===== config.mk =====
export PLATFORM = sky130hd
export DESIGN_NAME = can_mode_ctrl
export DESIGN_NICKNAME = d
export VERILOG_FILES = /design/src/can_mode_pkg.sv /design/src/can_mode_ctrl.sv
export SDC_FILE = /design/constraint.sdc
export NUM_CORES = 1
export LEC_CHECK = 0
export BUFFER_PORTS_ARGS = -buffer_cell sky130_fd_sc_hd__buf_2
export CAP_MARGIN = 20
export CELL_PAD_IN_SITES_DETAIL_PLACEMENT = 1
export CELL_PAD_IN_SITES_GLOBAL_PLACEMENT = 1
export CORE_UTILIZATION = 34
export CTS_CLUSTER_SIZE = 14
export DETAILED_ROUTE_END_ITERATION = 16
export PLACE_DENSITY = 0.89
export REMOVE_ABC_BUFFERS = 1
export SLEW_MARGIN = 20
export SYNTH_ARGS = -nofsm -noshare
export SYNTH_HDL_FRONTEND = slang
export SYNTH_SLANG_ARGS = --single-unit

===== constraint.sdc =====
create_clock -name core_clk_i -period 3.4 [get_ports core_clk_i]
set_input_delay 0.34 -clock core_clk_i [delete_from_list [all_inputs] [get_ports core_clk_i]]
set_output_delay 0.34 -clock core_clk_i [all_outputs]
set_load 0.05 [all_outputs]

===== src/can_mode_pkg.sv =====
// Constants for the CAN mode-control and command-strobe block.
// Assumes an APB slave with 32-bit data; register bytes sit in bits 7:0.
// Overview of operation
// [RL1] Receive-interrupt enable set: error-free received message raises receive interrupt.
// [RL2] Reset request set aborts transfer in progress and enters reset mode.
// [RL3] Reset request falling from one to zero leaves reset mode.
// [RL4] Host writes zero to the top reserved control bit; it resets to zero.
// [RL5] Legacy sync-select bit stores writes, does nothing, survives every reset.
// [RL6] Third reserved control bit always reads as one.
// [RL7] Hardware reset or bus-off forces reset request to one.
// [RL8] Software reset-request writes take effect on next internal half-rate clock edge.
// [RL9] Reset pin low blocks clearing reset request; host reads back to confirm.
// [RL10] Reset-request reads return the synchronised value, not the written one.
// [RL11] After host or hardware reset, wait one bus-free before bus-on.
// [RL12] After self-caused bus-off, wait 128 bus-free conditions before bus-on.
// [RL13] Command register is write-only and reads as all ones.
// [RL14] Host leaves one internal clock cycle between two command writes.
// [RL15] Sleep only when no interrupt pending and bus idle, else wake-up interrupt.
// [RL16] After sleep entry clock output toggles 15 bit times, then held low.
// [RL17] Sleep clear, bus activity or interrupt low wakes; oscillator restarts, interrupt.
// [RL18] Woken by bus activity: no reception until 11 recessive bits seen.
// [RL19] Sleep ignored in reset mode and until bus-free seen after reset.
// [RL20] Clear-overrun clears flag; no new overrun interrupt while flag set.
// [RL21] Release frees FIFO slot; next message re-raises interrupt, else flag clears.
// [RL22] Abort cancels a pending transmit not yet started; running frame completes.
// [RL23] Writing zero to transmit request cancels nothing; only abort does.
// [RL24] Setting reset request resets receive FIFO pointers to current start.
// [RL25] Transmit request clears transmit-complete flag until a successful transmission.
// [RL26] Command bits are one-shot strobes, never stored.

package can_mode_pkg;

  // Register indices; byte address is four times the index
  localparam logic [7:0] CTRL_IDX = 8'h00;
  localparam logic [7:0] CMD_IDX = 8'h01;
  localparam logic [7:0] STAT_IDX = 8'h02;
  localparam logic [11:0] CTRL_ADDR = 12'h000;
  localparam logic [11:0] CMD_ADDR = 12'h004;
  localparam logic [11:0] STAT_ADDR = 12'h008;

  // Control register fields
  localparam int CTRL_RR_BIT = 0;
  localparam int CTRL_RIE_BIT = 1;
  localparam int CTRL_OIE_BIT = 4;
  localparam int CTRL_ONE_BIT = 5;
  localparam int CTRL_SYNC_BIT = 6;
  localparam logic [3:0] CTRL_ENA_RESET = 4'h0;

  // Command register fields
  localparam int CMD_TR_BIT = 0;
  localparam int CMD_AT_BIT = 1;
  localparam int CMD_RRB_BIT = 2;
  localparam int CMD_CDO_BIT = 3;
  localparam int CMD_GTS_BIT = 4;
  localparam logic [7:0] CMD_READ_VALUE = 8'hFF;

  // Bus-free counts and sleep hold-off
  localparam logic [7:0] FREE_COUNT_RESET = 8'h01;
  localparam logic [7:0] FREE_COUNT_BUSOFF = 8'h80;
  localparam logic [3:0] SLEEP_CLK_BITS = 4'hF;

  typedef enum logic [1:0] {
    MODE_RESET,
    MODE_WAIT_FREE,
    MODE_ON,
    MODE_SLEEP
  } mode_t;

endpackage


===== src/can_mode_ctrl.sv =====
// Mode control and command strobes of a stand-alone CAN controller.
// Assumes an APB master on core_clk_i and the bit-stream, FIFO and error
// logic of the controller on the plain ports, all synchronous to core_clk_i.
`timescale 1ns/10ps

module can_mode_ctrl
  import can_mode_pkg::*;
(
  input wire logic core_clk_i,
  input wire logic rst_b_i,
  // APB slave
  input wire logic psel_i,
  input wire logic penable_i,
  input wire logic pwrite_i,
  input wire logic [11:0] paddr_i,
  input wire logic [31:0] pwdata_i,
  output logic [31:0] prdata_o,
  output logic pready_o,
  output logic pslverr_o,
  // Controller core
  input wire logic reset_pin_b_i,
  input wire logic bus_off_i,
  input wire logic bus_free_i,
  input wire logic bus_activity_i,
  input wire logic bit_tick_i,
  input wire logic irq_pending_i,
  input wire logic int_pin_low_i,
  input wire logic rx_msg_valid_i,
  input wire logic rx_more_i,
  input wire logic overrun_event_i,
  input wire logic tx_start_i,
  input wire logic tx_end_i,
  input wire logic tx_success_i,
  output logic reset_mode_o,
  output logic bus_on_o,
  output logic rx_enable_o,
  output logic abort_frame_o,
  output logic fifo_ptr_reset_o,
  output logic rx_release_o,
  output logic tx_go_o,
  output logic sleep_o,
  output logic osc_enable_o,
  output logic clock_output_pin_o,
  output logic receive_irq_o,
  output logic overrun_irq_o,
  output logic wakeup_irq_o
);

  // Bus decode
  logic [31:0] next_rdata;
  wire setup_ph = psel_i & ~penable_i;
  wire wr_acc = psel_i & penable_i & pwrite_i;
  wire hit_ctrl = (paddr_i == CTRL_ADDR);
  wire hit_cmd = (paddr_i == CMD_ADDR);
  wire hit_stat = (paddr_i == STAT_ADDR);
  wire mapped = hit_ctrl | hit_cmd | hit_stat;
  wire ctrl_wr = wr_acc & hit_ctrl;
  wire cmd_wr = wr_acc & hit_cmd;

  // Command strobes live for the write cycle only [RL26]
  wire cmd_tr = cmd_wr & pwdata_i[CMD_TR_BIT];
  wire cmd_at = cmd_wr & pwdata_i[CMD_AT_BIT];
  wire cmd_rrb = cmd_wr & pwdata_i[CMD_RRB_BIT];
  wire cmd_cdo = cmd_wr & pwdata_i[CMD_CDO_BIT];
  wire cmd_gts = cmd_wr & pwdata_i[CMD_GTS_BIT];
  wire cmd_wake = cmd_wr & ~pwdata_i[CMD_GTS_BIT];

  // State
  mode_t mode, next_mode;
  logic int_ce, rr, rr_wr_pend, rr_wr_val, sync_sel, busoff_cause;
  logic [3:0] ctrl_ena, sleep_bits;
  logic [7:0] free_cnt;
  logic bus_off_q, rx_block, clk_run, clk_out, tx_pending, tx_busy;
  logic tx_complete_flag, overrun_flag, rx_buffer_full_flag;
  logic rx_irq_q, ovr_irq_q, wake_irq_q, abort_q, ptr_rst_q, release_q;

  // Reset-request decisions at the internal edge
  wire receive_irq_enable = ctrl_ena[CTRL_RIE_BIT - 1];
  wire oie = ctrl_ena[CTRL_OIE_BIT - 1];
  wire bus_off_rise = bus_off_i & ~bus_off_q;
  wire rr_force = ~reset_pin_b_i | bus_off_rise; // [RL7] [RL9]
  wire rr_next_val = rr_force | (rr_wr_pend ? rr_wr_val : rr);
  wire rr_set = int_ce & rr_next_val & ~rr; // [RL2]
  wire rr_clr = int_ce & ~rr_next_val & rr; // [RL3]

  // Sleep entry and wake-up terms
  wire sleep_block = irq_pending_i | bus_activity_i;
  wire sleep_ok = cmd_gts & (mode == MODE_ON) & ~sleep_block; // [RL19]
  wire sleep_nak = cmd_gts & (mode == MODE_ON) & sleep_block; // [RL15]
  wire wake_bus = (mode == MODE_SLEEP) & bus_activity_i;
  wire wake_any = (mode == MODE_SLEEP)
    & (cmd_wake | bus_activity_i | int_pin_low_i); // [RL17]
  wire free_done = bus_free_i & (free_cnt == 8'h01);

  // Transmit status terms
  wire tx_abort = cmd_at & tx_pending & ~tx_busy; // [RL22]
  wire tx_buffer_free = ~tx_pending & ~tx_busy;
  wire tx_accept = cmd_tr & ~rr & tx_buffer_free;

  // Mode transitions; reset request has priority over everything
  always_comb
  begin
    next_mode = mode;
    unique case (mode)
      MODE_RESET:
        if (rr_clr)
          next_mode = MODE_WAIT_FREE; // [RL3]
      MODE_WAIT_FREE:
        if (rr_set)
          next_mode = MODE_RESET;
        else if (free_done)
          next_mode = MODE_ON; // [RL11] [RL12]
      MODE_ON:
        if (rr_set)
          next_mode = MODE_RESET; // [RL2]
        else if (sleep_ok)
          next_mode = MODE_SLEEP; // [RL15]
      MODE_SLEEP:
        if (rr_set)
          next_mode = MODE_RESET;
        else if (wake_any)
          next_mode = MODE_ON; // [RL17]
    endcase
  end

  // Internal clock enable at half the core rate
  always_ff @(posedge core_clk_i or negedge rst_b_i)
  begin
    if (!rst_b_i)
      int_ce <= 1'b0;
    else
      int_ce <= ~int_ce;
  end

  // Mode register
  always_ff @(posedge core_clk_i or negedge rst_b_i)
  begin
    if (!rst_b_i)
      mode <= MODE_RESET;
    else
      mode <= next_mode;
  end

  // Written value is held until the internal edge picks it up [RL8]
  always_ff @(posedge core_clk_i or negedge rst_b_i)
  begin
    if (!rst_b_i)
    begin
      rr <= 1'b1; // [RL7]
      rr_wr_pend <= 1'b0;
      rr_wr_val <= 1'b1;
      bus_off_q <= 1'b0;
    end
    else
    begin
      if (ctrl_wr)
      begin
        rr_wr_pend <= 1'b1;
        rr_wr_val <= pwdata_i[CTRL_RR_BIT];
      end
      else if (int_ce)
        rr_wr_pend <= 1'b0;
      if (int_ce)
      begin
        rr <= rr_next_val; // [RL8] [RL9]
        bus_off_q <= bus_off_i;
      end
    end
  end

  // Interrupt enables; top reserved bit is never stored [RL4]
  always_ff @(posedge core_clk_i or negedge rst_b_i)
  begin
    if (!rst_b_i)
      ctrl_ena <= CTRL_ENA_RESET;
    else if (ctrl_wr)
      ctrl_ena <= pwdata_i[CTRL_OIE_BIT:CTRL_RIE_BIT];
  end

  // No reset on purpose: the legacy bit must survive every reset [RL5]
  always_ff @(posedge core_clk_i)
  begin
    if (ctrl_wr)
      sync_sel <= pwdata_i[CTRL_SYNC_BIT]; // [RL5]
  end

  // Bus-free counting; the cause of the last reset picks the count
  always_ff @(posedge core_clk_i or negedge rst_b_i)
  begin
    if (!rst_b_i)
    begin
      busoff_cause <= 1'b0;
      free_cnt <= FREE_COUNT_RESET;
    end
    else
    begin
      if (rr_set)
        busoff_cause <= bus_off_rise & reset_pin_b_i;
      if (rr_clr)
        free_cnt <= busoff_cause ? FREE_COUNT_BUSOFF
          : FREE_COUNT_RESET; // [RL11] [RL12]
      else if (mode == MODE_WAIT_FREE && bus_free_i)
        free_cnt <= free_cnt - 8'h01;
    end
  end

  // Message that woke us is not received until bus-free [RL18]
  always_ff @(posedge core_clk_i or negedge rst_b_i)
  begin
    if (!rst_b_i)
      rx_block <= 1'b0;
    else if (wake_bus)
      rx_block <= 1'b1; // [RL18]
    else if (bus_free_i)
      rx_block <= 1'b0;
  end

  // Clock output keeps running 15 bit times into sleep [RL16]
  always_ff @(posedge core_clk_i or negedge rst_b_i)
  begin
    if (!rst_b_i)
    begin
      sleep_bits <= 4'h0;
      clk_run <= 1'b1;
    end
    else if (mode != MODE_SLEEP)
    begin
      sleep_bits <= 4'h0;
      clk_run <= 1'b1; // [RL17]
    end
    else if (bit_tick_i && clk_run)
    begin
      sleep_bits <= sleep_bits + 4'h1;
      if (sleep_bits == SLEEP_CLK_BITS) // First tick ends a partial bit
        clk_run <= 1'b0; // [RL16]
    end
  end

  // Clock output at the internal rate, parked low when stopped
  always_ff @(posedge core_clk_i or negedge rst_b_i)
  begin
    if (!rst_b_i)
      clk_out <= 1'b0;
    else
      clk_out <= clk_run & ~clk_out;
  end

  // Transmit request bookkeeping; a written 0 leaves it alone [RL23]
  always_ff @(posedge core_clk_i or negedge rst_b_i)
  begin
    if (!rst_b_i)
    begin
      tx_pending <= 1'b0;
      tx_busy <= 1'b0;
      tx_complete_flag <= 1'b1;
    end
    else if (rr_set)
    begin
      tx_pending <= 1'b0; // [RL2]
      tx_busy <= 1'b0;
    end
    else
    begin
      if (tx_accept)
        tx_pending <= 1'b1; // [RL23]
      else if (tx_abort || tx_start_i)
        tx_pending <= 1'b0; // [RL22]
      if (tx_start_i && tx_pending)
        tx_busy <= 1'b1;
      else if (tx_end_i)
        tx_busy <= 1'b0;
      // Accept needs a free buffer, so it never meets a success end
      if (tx_accept)
        tx_complete_flag <= 1'b0; // [RL25]
      else if (tx_end_i && tx_busy && tx_success_i)
        tx_complete_flag <= 1'b1; // [RL25]
    end
  end

  // Receive and overrun flags; a hardware set beats a command clear
  always_ff @(posedge core_clk_i or negedge rst_b_i)
  begin
    if (!rst_b_i)
    begin
      overrun_flag <= 1'b0;
      rx_buffer_full_flag <= 1'b0;
    end
    else
    begin
      if (overrun_event_i)
        overrun_flag <= 1'b1;
      else if (cmd_cdo)
        overrun_flag <= 1'b0; // [RL20]
      if (rx_msg_valid_i)
        rx_buffer_full_flag <= 1'b1;
      else if (rr_set)
        rx_buffer_full_flag <= 1'b0;
      else if (cmd_rrb && !rx_more_i)
        rx_buffer_full_flag <= 1'b0; // [RL21]
    end
  end

  // Event pulses, one cycle each
  always_ff @(posedge core_clk_i or negedge rst_b_i)
  begin
    if (!rst_b_i)
    begin
      rx_irq_q <= 1'b0;
      ovr_irq_q <= 1'b0;
      wake_irq_q <= 1'b0;
      abort_q <= 1'b0;
      ptr_rst_q <= 1'b0;
      release_q <= 1'b0;
    end
    else
    begin
      rx_irq_q <= receive_irq_enable & (rx_msg_valid_i | (cmd_rrb & rx_more_i)); // [RL1]
      ovr_irq_q <= oie & overrun_event_i & ~overrun_flag; // [RL20]
      wake_irq_q <= sleep_nak | wake_any; // [RL15] [RL17]
      abort_q <= rr_set; // [RL2]
      ptr_rst_q <= rr_set; // [RL24]
      release_q <= cmd_rrb; // [RL21]
    end
  end

  // Read mux; the command word always reads back as all ones
  wire [7:0] ctrl_rd = {1'b0, sync_sel, 1'b1, ctrl_ena, rr}; // [RL6] [RL10]
  wire [7:0] stat_rd = {1'b0, mode == MODE_SLEEP, bus_on_o, rr,
    tx_complete_flag, tx_buffer_free, overrun_flag, rx_buffer_full_flag};
  always_comb
  begin
    next_rdata = 32'h0000_0000;
    if (hit_ctrl)
      next_rdata = {24'h00_0000, ctrl_rd};
    else if (hit_cmd)
      next_rdata = {24'h00_0000, CMD_READ_VALUE}; // [RL13]
    else if (hit_stat)
      next_rdata = {24'h00_0000, stat_rd};
  end

  // Read data captured in setup so it is a flop output in access
  always_ff @(posedge core_clk_i or negedge rst_b_i)
  begin
    if (!rst_b_i)
      prdata_o <= 32'h0000_0000;
    else if (setup_ph && !pwrite_i)
      prdata_o <= next_rdata;
  end

  // Zero-wait slave; unmapped addresses answer with an error
  assign pready_o = 1'b1;
  assign pslverr_o = psel_i & penable_i & ~mapped;

  // Outputs to the controller core
  assign reset_mode_o = rr; // [RL2]
  assign bus_on_o = (mode == MODE_ON) | (mode == MODE_SLEEP);
  assign rx_enable_o = bus_on_o & ~rx_block & (mode != MODE_SLEEP);
  assign abort_frame_o = abort_q;
  assign fifo_ptr_reset_o = ptr_rst_q; // [RL24]
  assign rx_release_o = release_q;
  assign tx_go_o = tx_pending & (mode == MODE_ON);
  assign sleep_o = (mode == MODE_SLEEP);
  // Oscillator stays on until the clock output has parked low
  assign osc_enable_o = ~sleep_o | clk_run | clk_out; // [RL17]
  assign clock_output_pin_o = clk_out;
  assign receive_irq_o = rx_irq_q;
  assign overrun_irq_o = ovr_irq_q;
  assign wakeup_irq_o = wake_irq_q;

endmodule // can_mode_ctrl


Word-level counts from Yosys, hierarchy flattened

Cells that the tools add are included.

Logic and storage cells: 166
Register bits: 70

Eq/ne operators: 12
Reduce and logical (&&, ||, !) cells: 25
Mux-type cells: 37
Add/subtract/negate cells: 2
Bitwise operators: 65

Operators with widths:

| kind                                                                    | number |
|---|---|
| 8-bit 2-to-1 mux                                                        | 5 |
| 1-bit bitwise AND                                                       | 37 |
| 1-bit 2-to-1 mux                                                        | 21 |
| 1-bit NOT                                                               | 16 |
| 2-bit 2-to-1 mux                                                        | 7 |
| 2-bit nonzero test                                                      | 7 |
| 12-bit by 3-bit equality test with 1-bit output (second input constant) | 1 |
| 12-bit by 4-bit equality test with 1-bit output (second input constant) | 1 |
| 12-bit logical NOT                                                      | 1 |
| 1-bit bitwise OR                                                        | 12 |
| 3-bit nonzero test                                                      | 3 |
| 8-bit by 1-bit equality test with 1-bit output (second input constant)  | 1 |
| 4-bit 2-to-1 mux                                                        | 2 |
| 2-bit one-hot mux with 4 select lines                                   | 1 |
| 8-bit by 1-bit subtractor with 8-bit output (second input constant)     | 1 |
| 1-bit logical AND                                                       | 7 |
| 7-bit 2-to-1 mux                                                        | 1 |
| 3-bit != test (second input constant)                                   | 2 |
| 4-bit by 1-bit adder with 4-bit output (second input constant)          | 1 |
| 2-bit equality test (second input constant)                             | 2 |
| 4-bit equality test (second input constant)                             | 1 |
| 2-bit != test (second input constant)                                   | 2 |
| 2-bit AND reduction                                                     | 2 |
| 4-bit AND reduction                                                     | 1 |
| other kinds (5)                                                         | 6 |

Longest topological paths before layout

Word-level depth: 10
Gate-level depth with buffers: 6

Worst setup path before layout

OpenSTA, ideal clock, no wires.

Path type: reg2out
Start point: reg mode[1]
End point: out rx_enable_o
Data arrival time: 1730 ps
Stages on the path, launching flop included: 3
Buffers on the path: 1
Path slack: 1330 ps
Cell sequence: dfrtp_1 -> clkbuf_1 -> nor3b_1

Longest elaborated chain between the ends: 4
Elaborated cells between the ends (all ways): 6
Those cells by class: eq/ne: 3; bitwise: 3

Ends and longest elaborated chain:

| what                     | line                 | RTL |
|---|---|---|
| start: declaration       | can_mode_ctrl.sv:69  | `mode_t mode, next_mode;` |
| start signal: assignment | can_mode_ctrl.sv:141 | `mode <= next_mode;` |
| 2-bit equality test      | can_mode_ctrl.sv:356 | `assign bus_on_o = (mode == MODE_ON) \| (mode == MODE_SLEEP);` |
| 1-bit bitwise OR         | can_mode_ctrl.sv:356 |  |
| 1-bit bitwise AND        | can_mode_ctrl.sv:357 | `assign rx_enable_o = bus_on_o & ~rx_block & (mode != MODE_SLEEP);` |
| 1-bit bitwise AND (*)    | can_mode_ctrl.sv:357 |  |
| end: declaration         | can_mode_ctrl.sv:36  | `output logic rx_enable_o,` |

Mark *: on every way between the ends. The rest lies on a longest branch, timed or not.

Worst setup path in the final report

Start point: in paddr_i[7]
End point: reg ctrl_ena[2]

Longest elaborated chain between the ends: 2

Ends and longest elaborated chain:

| what                   | line                 | RTL |
|---|---|---|
| start: declaration     | can_mode_ctrl.sv:15  | `input wire logic [11:0] paddr_i,` |
| 12-bit logical NOT     | can_mode_ctrl.sv:53  | `wire hit_ctrl = (paddr_i == CTRL_ADDR);` |
| 1-bit bitwise AND      | can_mode_ctrl.sv:57  | `wire ctrl_wr = wr_acc & hit_ctrl;` |
| end signal: assignment | can_mode_ctrl.sv:177 | `ctrl_ena <= pwdata_i[CTRL_OIE_BIT:CTRL_RIE_BIT];` |
| end: declaration       | can_mode_ctrl.sv:71  | `logic [3:0] ctrl_ena, sleep_bits;` |

No other way between the ends.
A chain may end at the register's enable or synchronous reset.

==> out/qor.txt <==
status: finished clean
final hold viol count: 0
number of max-cap violations: 0
number of global-route vias before repair: 1967
# setup viols final: 0
layout cell share with drive strength beyond 1: 0.279
final wirelength: 5630 microns
yosys warns: 0
antenna violations before repair: 0
CTS Hold Bufs: 0
root buffer cell: clkbuf_8
sequential-to-total area share from yosys stat: 0.476
Worst path top cell family by delay: simple AND/OR/NAND/NOR gates
clock share of power: 0.291
mean area per synthesized cell: 10.1 sq um
r2r setup slk: 1.43 ns
FF+latch count, synth: 46
r2r worst-path depth: 5
diode count: 0
power per cell area: 495 nW/um^2
Tightest Pin Transition: 0.826 ns
CP peak stage delay: 0.64 ns
Max Root-Sink Buffers: 2
Setup CP Type: primary input to register
RSZ-0062 raised after global routing: no
postcts setup bufs: 0
critical path arrival: 2.21 ns
Tmin final: 2.01 ns
Netlist cell types: 55
DP HPWL: 4380 microns
worst path required time: 3.60 ns
Vias: 1907
first-pass GRT wire length: 9410 microns
num ports: 109
number of enable flip-flop cells after synthesis: 1
Int Pwr: 0.922 mW
die width: 86.8 microns
Post-CTS Resized: 0
fmax: 497 MHz
initial core utilization: 0.356
Clock Skew: 0.00620 ns
DRT Pass-1 Iters: 4
die area: 7530 sq um
Peak VDD IR: 0.000163 V
CP bufs+invs: 1
Final Cycle Share: 0.592
clk slew on worst S/H paths: 0.09 ns
Fin Hold WS: 0.0228 ns
Core Area: 6870 sq um
via-per-instance ratio: 4.84
worst min path class: primary input to asynchronous set/reset pin
crit start category: primary input
Worst setup EP type: register
later-pin clock latency in the skew report: 0.30 ns
Placer Congestion: 0.745
synth-to-layout area growth: 15.3%
Worst Path Max Fanout: 5
ANT nets after route: 0
Flop pwr share: 0.483
Initial DRC Count: 64
Synth Flop Type: dfrtp_1
Combinational Power Share: 0.226
gr ovfl total: 0
layout net count: 362
IO Port Bufs: 57
Gate Count Post-Synth: 243
largest net degree at the start of global routing: 46
Psw: 0.471 mW
final non-filler cell total: 394
CTS tree: built
critical path, cell by cell: buf_2 > nor4_1 > nand2_1 > or4_4 > mux2_4
FF-to-FF End: mode[0]$_DFFE_PN0P_
asr flop ratio synth: 0.978
Place WS: 1.06 ns
drt wl/cell: 14.3 microns
die height: 86.8 microns
Leak: 1.39 nW
Switching Share: 0.338
CTS HTree Levels: 2
CTS sink cnt: 46
mapped cell area: 2440 sq um
GR Util All Layers: 0.163
detailed-route DRC error count: 0
Rows: 30
final setup TNS: 0 ns
CTS buffer count: 5
worst reg2reg startpoint: rr_wr_pend$_DFFE_PN0P_
placed cell count: 386
Crit-path slowest cell: or4_4
Worst slew margin: 0.445
worst setup margin: 1.39 ns
Max Slew Vio Count: 0
## worst reg2reg max path, stage by stage, from the launching register on
cell and delay [ns]:
dfrtp_1 0.36, mux2_2 0.38, o311ai_2 0.58, inv_1 0.21
a211o_1 0.29, o211ai_1 0.08
## cell usage after synthesis (4+ instances only)
cell type,n,area (sq um)
mux2_4,5,75.1
nor4_1,4,25.0
nand4b_1,4,35.0
o21ai_0,6,30.0
nor3_1,7,35.0
o31ai_1,8,60.1
a21oi_1,4,20.0
dfstp_2,5,131
buf_4,26,195
dfrtp_1,40,1000
xor2_1,6,52.6
clkbuf_1,5,18.8
inv_1,10,37.5
nand3_1,6,30.0
nand2_1,26,97.6
a31oi_1,4,25.0
nor2_1,23,86.3
nor2b_1,4,25.0
## per-stage QoR
step,utilization,area (sq um),power (mW)
floorplan,-,2300,0.899
global placement,0.394,2700,0.982
detailed placement,0.394,2700,1.00
CTS,0.409,2810,1.40
global route,0.410,2820,1.47
finish,0.410,2820,1.39
## cell type report
cell class,instances,area (sq um)
Multi-Input combinational cell,177,1100
Clock inverter,3,40.0
Clock buffer,5,68.8
Fill cell,812,4050
Inverter,10,37.5
Tap cell,96,120
Sequential cell,46,1160
Timing Repair Buffer,57,288
## per-layer routing
layer | routed length (microns) | GRT usage | vias to the layer above | share of wire
met1 | 2320 | 0.184 | 935 | 0.41
li1 | - | - | 912 | -
met5 | 0 | 0 | - | 0
met2 | 2970 | 0.298 | 55 | 0.53
met3 | 290 | 0.0467 | 5 | 0.052
met4 | 51 | 0.0500 | 0 | 0.0091
## kinds of logic (layout without fill, tap and decap cells)
logic type / after synthesis / after routing / synth area share
adders and majority gates: 3 / 3 / 0.0154
xor gates and xnor gates: 9 / 9 / 0.0323
AOI/OAI and AO/OA: 37 / 37 / 0.109
other: 2 / 25 / 0.00307
DFF: 46 / 46 / 0.476
and+or+nand+nor: 96 / 96 / 0.215
muxes: 7 / 7 / 0.0400
buffers and inverters: 43 / 75 / 0.110
## how the worst max path moves through the flow
stage / start / end / slack (ns) / cells past startpoint
after floorplan: mode[1]$_DFFE_PN0P_ / rx_enable_o / 1.11 / 1
after global placement: paddr_i[7] / ctrl_ena[2]$_DFFE_PN0P_ / 1.14 / 5
after detailed placement: paddr_i[7] / ctrl_ena[2]$_DFFE_PN0P_ / 1.06 / 5
after CTS: paddr_i[7] / ctrl_ena[2]$_DFFE_PN0P_ / 1.38 / 5
after global routing: rr_wr_pend$_DFFE_PN0P_ / mode[0]$_DFFE_PN0P_ / 1.28 / 5
final: paddr_i[7] / ctrl_ena[2]$_DFFE_PN0P_ / 1.39 / 5
## power by group through the flow
stage                     clock (mW)  sequential [mW]  combinational [mW]
after detailed placement           0            0.684               0.318
after global placement             0            0.678               0.304
after floorplan                    0            0.687               0.212
after global routing           0.440            0.683               0.345
final                          0.405            0.673               0.315
after CTS                      0.411            0.675               0.319
## state kept, by name, indices dropped and copies added (netlist names), 2 cells and up
register / count
ctrl_ena: 4
free_cnt: 8
mode: 2
prdata_o: 8
sleep_bits: 4
## placed cells by master (no fill, tap or decap), types with 6 or more instances in the layout
cell type,synthesis,routed
dfrtp_1,40,40
conb_1,2,25
xor2_1,6,6
o21ai_0,6,6
nand3_1,6,6
nor3_1,7,7
o31ai_1,8,8
inv_1,10,10
buf_2,1,56
nand2_1,26,26
nor2_1,23,23
(Power assumes the default switching activity.)
